### config.mk
export PLATFORM = sky130hd
export DESIGN_NAME = tpc_timer
export DESIGN_NICKNAME = d
export VERILOG_FILES = /design/src/logic/tpc_pkg.sv /design/src/logic/tpc_ch_if.sv /design/src/logic/tpc_channel.sv /design/src/logic/tpc_timer.sv
export SDC_FILE = /design/constraint.sdc
export NUM_CORES = 1
export LEC_CHECK = 0
export BUFFER_PORTS_ARGS = -buffer_cell sky130_fd_sc_hd__buf_2
export CAP_MARGIN = 20
export CORE_MARGIN = 1
export CORE_UTILIZATION = 45
export CTS_CLUSTER_DIAMETER = 200
export DETAILED_ROUTE_END_ITERATION = 10
export SYNTH_ARGS = -nofsm -noshare
export SYNTH_HDL_FRONTEND = slang
export SYNTH_HIERARCHICAL = 1
export SYNTH_SLANG_ARGS = --single-unit
### constraint.sdc
create_clock -name clk_in -period 13.3 [get_ports clk_in]
set_input_delay 0.665 -clock clk_in [delete_from_list [all_inputs] [get_ports clk_in]]
set_output_delay 0.665 -clock clk_in [all_outputs]
set_load 0.05 [all_outputs]
### src/logic/tpc_pkg.sv
// Shared constants for the timer PWM channel block
package tpc_pkg;

	// Bus, channel and counter geometry
	localparam int ADDR_W   = 12;
	localparam int DATA_W   = 32;
	localparam int NUM_CH   = 6;
	localparam int NUM_PAIR = 3;
	localparam int CNT_W    = 16;
	localparam int PRE_W    = 6;

	// Register byte addresses
	localparam logic [11:0] ADDR_TSC    = 12'h000;
	localparam logic [11:0] ADDR_PERIOD = 12'h004;
	localparam logic [11:0] ADDR_COUNT  = 12'h008;
	localparam logic [11:0] ADDR_CHCS   = 12'h010;
	localparam logic [11:0] ADDR_CMP    = 12'h040;
	localparam logic [11:0] CH_SPAN     = 12'h018;

	// Timer control and status field positions
	localparam int TSC_FLAG_BIT = 7;
	localparam int TSC_IE_BIT   = 6;
	localparam int TSC_HALT_BIT = 5;
	localparam int TSC_CLR_BIT  = 4;
	localparam int TSC_DIV_LSB  = 0;

	// Channel control and status field positions
	localparam int CH_FLAG_BIT   = 7;
	localparam int CH_IE_BIT     = 6;
	localparam int CH_PAIR_BIT   = 5;
	localparam int CH_SINGLE_BIT = 4;
	localparam int CH_ACT_LSB    = 2;
	localparam int CH_TOV_BIT    = 1;
	localparam int CH_MAX_BIT    = 0;

	// Clock divide and output action codes
	localparam logic [2:0] DIV_EXT    = 3'h7;
	localparam logic [1:0] ACT_NONE   = 2'h0;
	localparam logic [1:0] ACT_TOGGLE = 2'h1;
	localparam logic [1:0] ACT_CLEAR  = 2'h2;
	localparam logic [1:0] ACT_SET    = 2'h3;

	// Reset values
	localparam logic [15:0] PERIOD_RST = 16'hFFFF;
	localparam logic [15:0] CMP_RST    = 16'h0000;
	localparam logic [6:0]  CHCS_RST   = 7'h00;
	localparam logic [2:0]  DIV_RST    = 3'h0;
	localparam logic        HALT_RST   = 1'b1;

endpackage

### src/logic/tpc_ch_if.sv
// Per-channel link between the shared counter core and a channel
`timescale 1ns/1ps
`default_nettype none
interface tpc_ch_if;
	logic        step;
	logic        wrap;
	logic [15:0] count_next;
	logic [15:0] cmp;
	logic [1:0]  action;
	logic        toggle_en;
	logic        full_duty;
	logic        active;
	logic        hit;
	logic        pin;

	modport core (
		output step, wrap, count_next, cmp, action,
		output toggle_en, full_duty, active,
		input  hit, pin
	);
	modport chan (
		input  step, wrap, count_next, cmp, action,
		input  toggle_en, full_duty, active,
		output hit, pin
	);
endinterface
`default_nettype wire

### src/logic/tpc_channel.sv
// One compare channel: match detect and output pin state
`timescale 1ns/1ps
`default_nettype none
module tpc_channel (
	// Clock and reset
	input  wire logic clk_in,
	input  wire logic reset_in,
	// Core link
	tpc_ch_if.chan    ch
);
	import tpc_pkg::*;

	logic pin_reg;

	// Match when the counter steps onto the compare value
	// width from compare
	assign ch.hit = ch.step & ch.active & (ch.count_next == ch.cmp);
	assign ch.pin = pin_reg;

	// Output state update on each counter step
	always_ff @(posedge clk_in) begin
		if (reset_in) begin
			pin_reg <= 1'b0;
		end else if (ch.step && ch.active) begin
			if (ch.full_duty && ch.toggle_en) begin
				pin_reg <= ~ch.action[0];
			end else if (ch.hit) begin
				case (ch.action)
					ACT_CLEAR:  pin_reg <= 1'b0;
					ACT_SET:    pin_reg <= 1'b1;
					ACT_TOGGLE: pin_reg <= ~pin_reg;
					default:    pin_reg <= pin_reg;
				endcase
			end else if (ch.wrap && ch.toggle_en) begin
				pin_reg <= ~pin_reg;
			end
		end
	end

	AST_WRAP_TOGGLE: assert property (@(posedge clk_in) disable iff (reset_in)
		(ch.wrap && ch.active && ch.toggle_en && !ch.full_duty && !ch.hit)
		|=> (pin_reg != $past(pin_reg)))
		else $error("pin did not toggle at wrap");

	AST_CMP_CLEAR: assert property (@(posedge clk_in) disable iff (reset_in)
		(ch.hit && ch.action == ACT_CLEAR && !(ch.full_duty && ch.toggle_en))
		|=> !pin_reg)
		else $error("pin not cleared on compare");

	AST_FULL_DUTY: assert property (@(posedge clk_in) disable iff (reset_in)
		(ch.step && ch.active && ch.full_duty && ch.toggle_en &&
		 ch.action == ACT_CLEAR) ##1 (!ch.step [*2]) |-> pin_reg)
		else $error("full duty output not high");

	AST_NO_WRAP_TOGGLE: assert property (@(posedge clk_in) disable iff (reset_in)
		(ch.wrap && !ch.toggle_en && !ch.hit) |=> $stable(pin_reg))
		else $error("pin toggled with wrap toggle off");

endmodule
`default_nettype wire

### src/logic/tpc_timer.sv
// Shared counter, prescaler, APB registers and six PWM channels
`timescale 1ns/1ps
`default_nettype none
module tpc_timer (
	// Clock and reset
	input  wire logic                        clk_in,
	input  wire logic                        reset_in,
	// APB slave
	input  wire logic                        psel_in,
	input  wire logic                        penable_in,
	input  wire logic                        pwrite_in,
	input  wire logic [tpc_pkg::ADDR_W-1:0]  paddr_in,
	input  wire logic [tpc_pkg::DATA_W-1:0]  pwdata_in,
	output logic      [tpc_pkg::DATA_W-1:0]  prdata_out,
	output logic                             pready_out,
	output logic                             pslverr_out,
	// External timer clock pin
	input  wire logic                        ext_clock_pin_in,
	// Channel pins; 0, 2 and 4 are the pair output pins
	output logic      [tpc_pkg::NUM_CH-1:0]  channel_pin_out,
	output logic      [tpc_pkg::NUM_CH-1:0]  channel_oe_out
);
	import tpc_pkg::*;

	// Decode a per-channel register slot: {valid, index}
	function automatic logic [3:0] chan_slot(input logic [11:0] a,
			input logic [11:0] base);
		logic [11:0] off;
		off = a - base;
		chan_slot = {(off < CH_SPAN) && (off[1:0] == 2'h0), off[4:2]};
	endfunction

	logic [CNT_W-1:0] count_reg;
	logic [CNT_W-1:0] period_reg;
	logic [CNT_W-1:0] cmp_reg [NUM_CH];
	logic [6:0]       chcs_reg [NUM_CH];
	logic [PRE_W-1:0] presc_reg;
	logic [2:0]       div_reg;
	logic             halt_reg;
	logic             wrap_ie_reg;
	logic             wrap_flag_reg;
	logic             wrap_arm_reg;
	logic [NUM_CH-1:0] ch_flag_reg;
	logic [NUM_CH-1:0] ch_arm_reg;
	logic [NUM_PAIR-1:0] pair_sel_reg;
	logic [NUM_PAIR-1:0] pair_pend_reg;
	logic             ext_prev_reg;
	logic [DATA_W-1:0] prdata_reg;
	logic [DATA_W-1:0] rdata;
	logic [NUM_CH-1:0] ch_hit;
	logic [NUM_CH-1:0] ch_pin;
	logic [NUM_CH-1:0] ch_oe;
	logic [3:0]       cs_slot;
	logic [3:0]       cmp_slot;
	logic             hit_tsc;
	logic             hit_period;
	logic             hit_count;
	logic             mapped;
	logic             apb_wr;
	logic             apb_rd;
	logic             clear_wr;
	logic             tick;
	logic             step;
	logic             wrap;
	logic [CNT_W-1:0] count_next;
	logic [6:0]       div_onehot;
	logic [PRE_W-1:0] div_mask;

	// Address decode
	assign cs_slot    = chan_slot(paddr_in, ADDR_CHCS);
	assign cmp_slot   = chan_slot(paddr_in, ADDR_CMP);
	assign hit_tsc    = (paddr_in == ADDR_TSC);
	assign hit_period = (paddr_in == ADDR_PERIOD);
	assign hit_count  = (paddr_in == ADDR_COUNT);
	assign mapped     = hit_tsc | hit_period | hit_count | cs_slot[3] |
		cmp_slot[3];
	assign apb_wr     = psel_in & penable_in & pwrite_in & mapped;
	assign apb_rd     = psel_in & penable_in & ~pwrite_in & mapped;
	assign clear_wr   = apb_wr & hit_tsc & pwdata_in[TSC_CLR_BIT];

	// Bus answers: zero wait states, error on unmapped access
	assign pready_out  = 1'b1;
	assign pslverr_out = psel_in & penable_in & ~mapped;
	assign prdata_out  = prdata_reg;

	// Prescaler tap select; code 0 gives a mask of zero, a tick each clock
	// divide selection
	assign div_onehot = 7'h01 << div_reg;
	assign div_mask   = div_onehot[PRE_W-1:0] - 6'h01;
	always_comb begin
		if (div_reg == DIV_EXT) begin
			tick = ext_clock_pin_in & ~ext_prev_reg;
		end else begin
			tick = ((presc_reg & div_mask) == div_mask);
		end
	end

	// Counter step and wrap
	// wrap to zero
	assign step       = tick & ~halt_reg & ~clear_wr;
	assign wrap       = step & (count_reg == period_reg);
	assign count_next = wrap ? '0 : count_reg + 16'h0001;

	// External clock edge detector
	always_ff @(posedge clk_in) begin
		if (reset_in) begin
			ext_prev_reg <= 1'b0;
		end else begin
			ext_prev_reg <= ext_clock_pin_in;
		end
	end

	// Prescaler runs only while the counter runs
	// prescaler clear
	always_ff @(posedge clk_in) begin
		if (reset_in || clear_wr) begin
			presc_reg <= '0;
		end else if (!halt_reg) begin
			presc_reg <= presc_reg + 6'h01;
		end
	end

	// Shared modulo counter; period is limit plus one ticks
	// period from limit
	always_ff @(posedge clk_in) begin
		if (reset_in || clear_wr) begin
			count_reg <= '0;
		end else if (step) begin
			count_reg <= count_next;
		end
	end

	// Timer control fields
	// halt set by reset
	always_ff @(posedge clk_in) begin
		if (reset_in) begin
			halt_reg    <= HALT_RST;
			wrap_ie_reg <= 1'b0;
			div_reg     <= DIV_RST;
			period_reg  <= PERIOD_RST;
		end else if (apb_wr && hit_tsc) begin
			halt_reg    <= pwdata_in[TSC_HALT_BIT];
			wrap_ie_reg <= pwdata_in[TSC_IE_BIT];
			div_reg     <= pwdata_in[TSC_DIV_LSB +: 3];
		end else if (apb_wr && hit_period) begin
			period_reg  <= pwdata_in[CNT_W-1:0];
		end
	end

	// Wrap flag: read while set arms it, a zero written then clears it
	// wrap flag set
	always_ff @(posedge clk_in) begin
		if (reset_in) begin
			wrap_flag_reg <= 1'b0;
			wrap_arm_reg  <= 1'b0;
		end else if (wrap) begin
			wrap_flag_reg <= 1'b1;
			wrap_arm_reg  <= 1'b0;
		end else if (apb_rd && hit_tsc && wrap_flag_reg) begin
			wrap_arm_reg  <= 1'b1;
		end else if (apb_wr && hit_tsc) begin
			if (wrap_arm_reg && !pwdata_in[TSC_FLAG_BIT]) begin
				wrap_flag_reg <= 1'b0;
			end
			wrap_arm_reg  <= 1'b0;
		end
	end

	// Per-channel registers and flags
	genvar i;
	generate
		for (i = 0; i < NUM_CH; i++) begin : g_chreg
			always_ff @(posedge clk_in) begin
				if (reset_in) begin
					cmp_reg[i] <= CMP_RST;
				end else if (apb_wr && cmp_slot == {1'b1, 3'(i)}) begin
					cmp_reg[i] <= pwdata_in[CNT_W-1:0];
				end
			end
			always_ff @(posedge clk_in) begin
				if (reset_in) begin
					chcs_reg[i] <= CHCS_RST;
				end else if (apb_wr && cs_slot == {1'b1, 3'(i)}) begin
					chcs_reg[i] <= pwdata_in[6:0];
				end
			end
			always_ff @(posedge clk_in) begin
				if (reset_in) begin
					ch_flag_reg[i] <= 1'b0;
					ch_arm_reg[i]  <= 1'b0;
				end else if (ch_hit[i]) begin
					ch_flag_reg[i] <= 1'b1;
					ch_arm_reg[i]  <= 1'b0;
				end else if (apb_rd && cs_slot == {1'b1, 3'(i)} &&
						ch_flag_reg[i]) begin
					ch_arm_reg[i]  <= 1'b1;
				end else if (apb_wr && cs_slot == {1'b1, 3'(i)}) begin
					if (ch_arm_reg[i] && !pwdata_in[CH_FLAG_BIT]) begin
						ch_flag_reg[i] <= 1'b0;
					end
					ch_arm_reg[i]  <= 1'b0;
				end
			end
		end
	endgenerate

	// Pair set tracking: last written set takes over at the next wrap
	genvar p;
	generate
		for (p = 0; p < NUM_PAIR; p++) begin : g_pair
			always_ff @(posedge clk_in) begin
				if (reset_in || !chcs_reg[2*p][CH_PAIR_BIT]) begin
					pair_pend_reg[p] <= 1'b0;
					pair_sel_reg[p]  <= 1'b0;
				end else begin
					if (apb_wr && cmp_slot == {1'b1, 3'(2*p)}) begin
						pair_pend_reg[p] <= 1'b0;
					end else if (apb_wr && cmp_slot == {1'b1, 3'(2*p+1)}) begin
						pair_pend_reg[p] <= 1'b1;
					end
					if (wrap) begin
						pair_sel_reg[p] <= pair_pend_reg[p];
					end
				end
			end
		end
	endgenerate

	// Channel instances and their configuration
	tpc_ch_if ch_if [NUM_CH] ();
	generate
		for (i = 0; i < NUM_CH; i++) begin : g_ch
			logic linked;
			logic freed;
			if (i % 2 == 0) begin : g_even
				assign linked = chcs_reg[i][CH_PAIR_BIT];
				assign freed  = 1'b0;
				assign ch_if[i].cmp = (linked && pair_sel_reg[i/2]) ?
					cmp_reg[i+1] : cmp_reg[i];
			end else begin : g_odd
				assign linked = 1'b0;
				assign freed  = chcs_reg[i-1][CH_PAIR_BIT];
				assign ch_if[i].cmp = cmp_reg[i];
			end
			assign ch_if[i].step       = step;
			assign ch_if[i].wrap       = wrap;
			assign ch_if[i].count_next = count_next;
			assign ch_if[i].action     = chcs_reg[i][CH_ACT_LSB +: 2];
			assign ch_if[i].toggle_en  = chcs_reg[i][CH_TOV_BIT];
			assign ch_if[i].full_duty  = chcs_reg[i][CH_MAX_BIT];
			assign ch_if[i].active     = ~freed &
				(linked | chcs_reg[i][CH_SINGLE_BIT]);
			assign ch_hit[i] = ch_if[i].hit;
			assign ch_pin[i] = ch_if[i].pin;
			assign ch_oe[i]  = ch_if[i].active &
				(chcs_reg[i][CH_ACT_LSB +: 2] != ACT_NONE);
			tpc_channel u_ch (
				.clk_in   (clk_in),
				.reset_in (reset_in),
				.ch       (ch_if[i])
			);
		end
	endgenerate

	assign channel_pin_out = ch_pin;
	assign channel_oe_out  = ch_oe;

	// Read data mux; the clear bit always reads zero
	always_comb begin
		rdata = '0;
		if (hit_tsc) begin
			rdata[TSC_FLAG_BIT]         = wrap_flag_reg;
			rdata[TSC_IE_BIT]           = wrap_ie_reg;
			rdata[TSC_HALT_BIT]         = halt_reg;
			rdata[TSC_DIV_LSB +: 3]     = div_reg;
		end else if (hit_period) begin
			rdata[CNT_W-1:0] = period_reg;
		end else if (hit_count) begin
			rdata[CNT_W-1:0] = count_reg;
		end else if (cs_slot[3]) begin
			rdata[CH_FLAG_BIT] = ch_flag_reg[cs_slot[2:0]];
			rdata[6:0]         = chcs_reg[cs_slot[2:0]];
		end else if (cmp_slot[3]) begin
			rdata[CNT_W-1:0] = cmp_reg[cmp_slot[2:0]];
		end
	end

	// Read data is captured in the setup cycle
	always_ff @(posedge clk_in) begin
		if (reset_in) begin
			prdata_reg <= '0;
		end else if (psel_in && !penable_in) begin
			prdata_reg <= rdata;
		end
	end

	AST_WRAP_ZERO: assert property (@(posedge clk_in) disable iff (reset_in)
		(step && count_reg == period_reg) |=> (count_reg == 16'h0000))
		else $error("counter did not return to zero");

	AST_WRAP_FLAG: assert property (@(posedge clk_in) disable iff (reset_in)
		(step && count_reg == period_reg) |=> wrap_flag_reg)
		else $error("wrap flag not set");

	AST_HALT_HOLD: assert property (@(posedge clk_in) disable iff (reset_in)
		(halt_reg && !clear_wr) |=> $stable(count_reg))
		else $error("counter moved while halted");

	AST_CLEAR_ZERO: assert property (@(posedge clk_in) disable iff (reset_in)
		clear_wr |=> (count_reg == 16'h0000 && presc_reg == 6'h00 &&
		rdata[TSC_CLR_BIT] == 1'b0))
		else $error("clear did not zero counter");

	AST_DIV1_STEP: assert property (@(posedge clk_in) disable iff (reset_in)
		(div_reg == 3'h0 && !halt_reg && !clear_wr && count_reg != period_reg)
		|=> (count_reg == $past(count_reg) + 16'h0001))
		else $error("divide by one did not count each clock");

	AST_BUF_SWAP: assert property (@(posedge clk_in) disable iff (reset_in)
		(wrap && chcs_reg[0][CH_PAIR_BIT]) |=>
		(!chcs_reg[0][CH_PAIR_BIT] ||
		 pair_sel_reg[0] == $past(pair_pend_reg[0])))
		else $error("pair set did not swap at wrap");

	AST_ODD_FREE: assert property (@(posedge clk_in) disable iff (reset_in)
		chcs_reg[0][CH_PAIR_BIT] |-> (!channel_oe_out[1] && !ch_hit[1]))
		else $error("odd channel active while linked");

	AST_CMP_FLAG: assert property (@(posedge clk_in) disable iff (reset_in)
		ch_hit[0] |=> ch_flag_reg[0])
		else $error("compare flag not set");

endmodule
`default_nettype wire

==> impl_metrics.yaml <==
run_status:
  status: "completed"
clock_network:
  h-tree-depth: 1
  cts_buffers: 27
  cts.path.max_buffers: 3
  hold_buffers: 0
  cts_root_buf: "clkbuf_16"
  clk_pin_slew_ps: 60
  cts_setup_buffers: 0
  cts_tree: "built"
  cts_resized: 0
  clock_latency_ps: 550
  cts.sinks: 224
floorplanning:
  start_util: 0.463
  die_h_um: 175
  num_io_pins: 96
  rows: 62
  core_area_mm2: 0.0291
  die_w_um: 175
  dieArea_mm2: 0.0306
placed_design:
  io_buffers: 62
  place.gp.congestion: 0.872
  dpl.hpwl_mm: 28.9
  dp.cells: 1758
detailed_routing:
  totalWireLength_mm: 41.7
  dr_wl_met2_mm: 19.2
  top_layer: "met4"
  wl_per_cell_um: 23.0
  drtIter0Drc: 1126
  via_count: 10809
  wl_met1_mm: 18.1
  drc: 0
  dr_wl_met3_mm: 3.19
  first_pass_iters: 5
  ant_nets: 0
  viasPerCell: 5.96
global_route:
  antenna_found_initial: 1
  grtUsageTotal: 0.272
  grt_first_pass_wirelength_mm: 63.0
  grt_pass1_vias: 10305
  overflow: 0
  grt_max_degree: 56
finish:
  drive_gt1_frac: 0.171
  fillers: 2748
  layout.nets: 1467
  largest_reg_flops: 96
  antenna_cells: 0
  fin_cells: 1815
  area_growth_pct: 11.2
timing:
  tns_ps: 0
  relSlewSlack: 0.280
  drv_slew: 0
  finalSetupViolations: 0
  rsz0062_at_grt: "no"
  period_share: 0.432
  fmax_mhz: 174
  fin_crit_ps: 5750
  fin_skew_ps: 22.3
  tightestPinTransition_ps: 1080
  hold_viol_final: 0
synthesis:
  syn_area_per_cell_um2: 9.72
  async_flop_share: 0
  ys_warn_count: 6
  synth_ff_type: "edfxtp_1"
  synth_cells: 1385
  synth_edf_count: 138
  synth_seq_area_share: 0.436
  synth_cell_types: 63
  syn_area_mm2: 0.0135
  ys_seq_elements: 224
pwr:
  irDropWorstVdd_v: 0.0000826
  p_per_area_mw_per_mm2: 117
  p_leak_uw: 0.00533
critical_path:
  endpoint_kind: "flip-flop"
  r2r-start: "div_reg[1]$_SDFFE_PP0N_"
  cp_data_arrival_time_ps: 6190
  reg2regPathDepth: 15
  cp-start-kind: "input port"
  critPathMaxFanout: 29
  critPathRequiredTime_ps: 13750
  r2r_end: "g_ch[5].u_ch/ch.pin$_SDFFE_PP0P_"
  crit_type: "in2reg"
  reg2reg_slack_ps: 8210
min_path:
  whs_endpoint: "period_reg[8]$_SDFFE_PP1P_"
  min_from: "pwdata_in[8]"
  min_path_cells: 3
  min_path_type: "in2reg"
flow_run:
  drv_cap: 0
-- worst max path at each step --
stage | start | endpoint | slack [ps] | cells after the start
global route | paddr_in[4] | g_ch[5].u_ch/ch.pin$_SDFFE_PP0P_ | 7360 | 15
global placement | paddr_in[4] | g_ch[5].u_ch/ch.pin$_SDFFE_PP0P_ | 7300 | 15
detailed placement | paddr_in[4] | g_ch[5].u_ch/ch.pin$_SDFFE_PP0P_ | 7240 | 15
floorplan | paddr_in[4] | g_ch[0].u_ch/ch.pin$_SDFFE_PP0P_ | 8470 | 17
finish | paddr_in[4] | g_ch[5].u_ch/ch.pin$_SDFFE_PP0P_ | 7550 | 15
CTS | paddr_in[4] | g_ch[5].u_ch/ch.pin$_SDFFE_PP0P_ | 7770 | 15
-- cells in the final DEF (no fill, tap or decap), types with 7 or more instances in the layout --
| cell | n |
|---|---|
| bufinv_16 | 7 |
| a31oi_1 | 7 |
| a21oi_1 | 43 |
| or2_2 | 7 |
| mux2_2 | 65 |
| xor2_1 | 101 |
| nor4_1 | 34 |
| o211ai_1 | 18 |
| and3_1 | 9 |
| mux2i_1 | 25 |
| nand2_1 | 130 |
| a32o_1 | 12 |
| nor2_1 | 190 |
| mux4_2 | 24 |
| a22oi_1 | 9 |
| buf_4 | 17 |
| or3_1 | 14 |
| xnor2_1 | 31 |
| nand3_1 | 56 |
| and2_1 | 45 |
| inv_1 | 21 |
| conb_1 | 17 |
| nor2b_1 | 19 |
| nand4_1 | 16 |
| edfxtp_1 | 138 |
| buf_2 | 66 |
| nor3_1 | 26 |
| dfxtp_1 | 86 |
| o21ai_0 | 35 |
| clkbuf_16 | 27 |
| ha_1 | 7 |
| a22o_1 | 8 |
| nor3b_1 | 9 |
| o2111ai_1 | 9 |
-- cell type report --
cell class	instances	area (µm²)	area share
Clock buffer	32	704	0.0471
Clock inverter	18	272	0.0181
Inverter	22	82.6	0.00552
Multi-Input combinational cell	1050	7090	0.474
Sequential cell	224	5870	0.392
Tap cell	384	480	0.0321
Timing Repair Buffer	85	468	0.0313
-- logic make-up (layout without fill, tap and decap cells) --
family,count (synthesis),after routing,synth area share
AO/OA/AOI/OAI,207,207,0.111
XOR/XNOR,132,132,0.0859
adder cells (fa/ha/maj),7,7,0.00651
buffers and inverters,126,157,0.0429
flip-flops,224,224,0.436
multiplexers,114,114,0.113
other,2,17,0.000558
AND/OR/NAND/NOR,573,573,0.204
-- critical path, cell delays in order --
cell and delay [ps]:
buf_2 250, inv_2 550, ha_1 260, nand2b_1 100
or3_1 580, nor4_4 550, nor4_4 50, buf_4 290
nor2_1 680, xor2_1 140, nor4_1 550, nand4_1 490
or3_1 510, a31o_1 240, a221oi_2 260
-- where the power goes --
| group | internal (µW) | switching [µW] | total [µW] |
|---|---|---|---|
| clock network | 513 | 303 | 816 |
| logic | 51.2 | 107 | 158 |
| registers | 759 | 18.3 | 777 |
| total | 1320 | 428 | 1750 |
-- stage by stage --
stage                      util  hold WS (ps)  cell area (µm²)  total power (µW)  setup WS (ps)
final                     0.514           346            15000              1750           7550
after global routing      0.514           361            15000              1800           7360
after CTS                 0.513           335            14900              1760           7770
after detailed placement  0.479           452            13900               946           7240
after global placement    0.479           448            13900               944           7300
after floorplan               -           437            13500               894           8470
-- per-layer routing --
metal	vias up	track usage
met5	-	0
met4	0	0.0851
met3	71	0.0459
met2	404	0.432
met1	5304	0.378
li1	5030	-
-- synthesized netlist by cell type, types with 31 or more instances --
library cell	n	area [µm²]
o21ai_0	39	195
nand3_1	56	280
mux2_2	65	732
nor4_1	34	213
and2_1	45	282
nand2_1	130	488
clkbuf_1	63	236
a21oi_1	43	215
nor2_1	190	713
dfxtp_1	86	1720
xor2_1	101	885
xnor2_1	31	272
edfxtp_1	138	4140
Power figures use the tool's default switching activity.
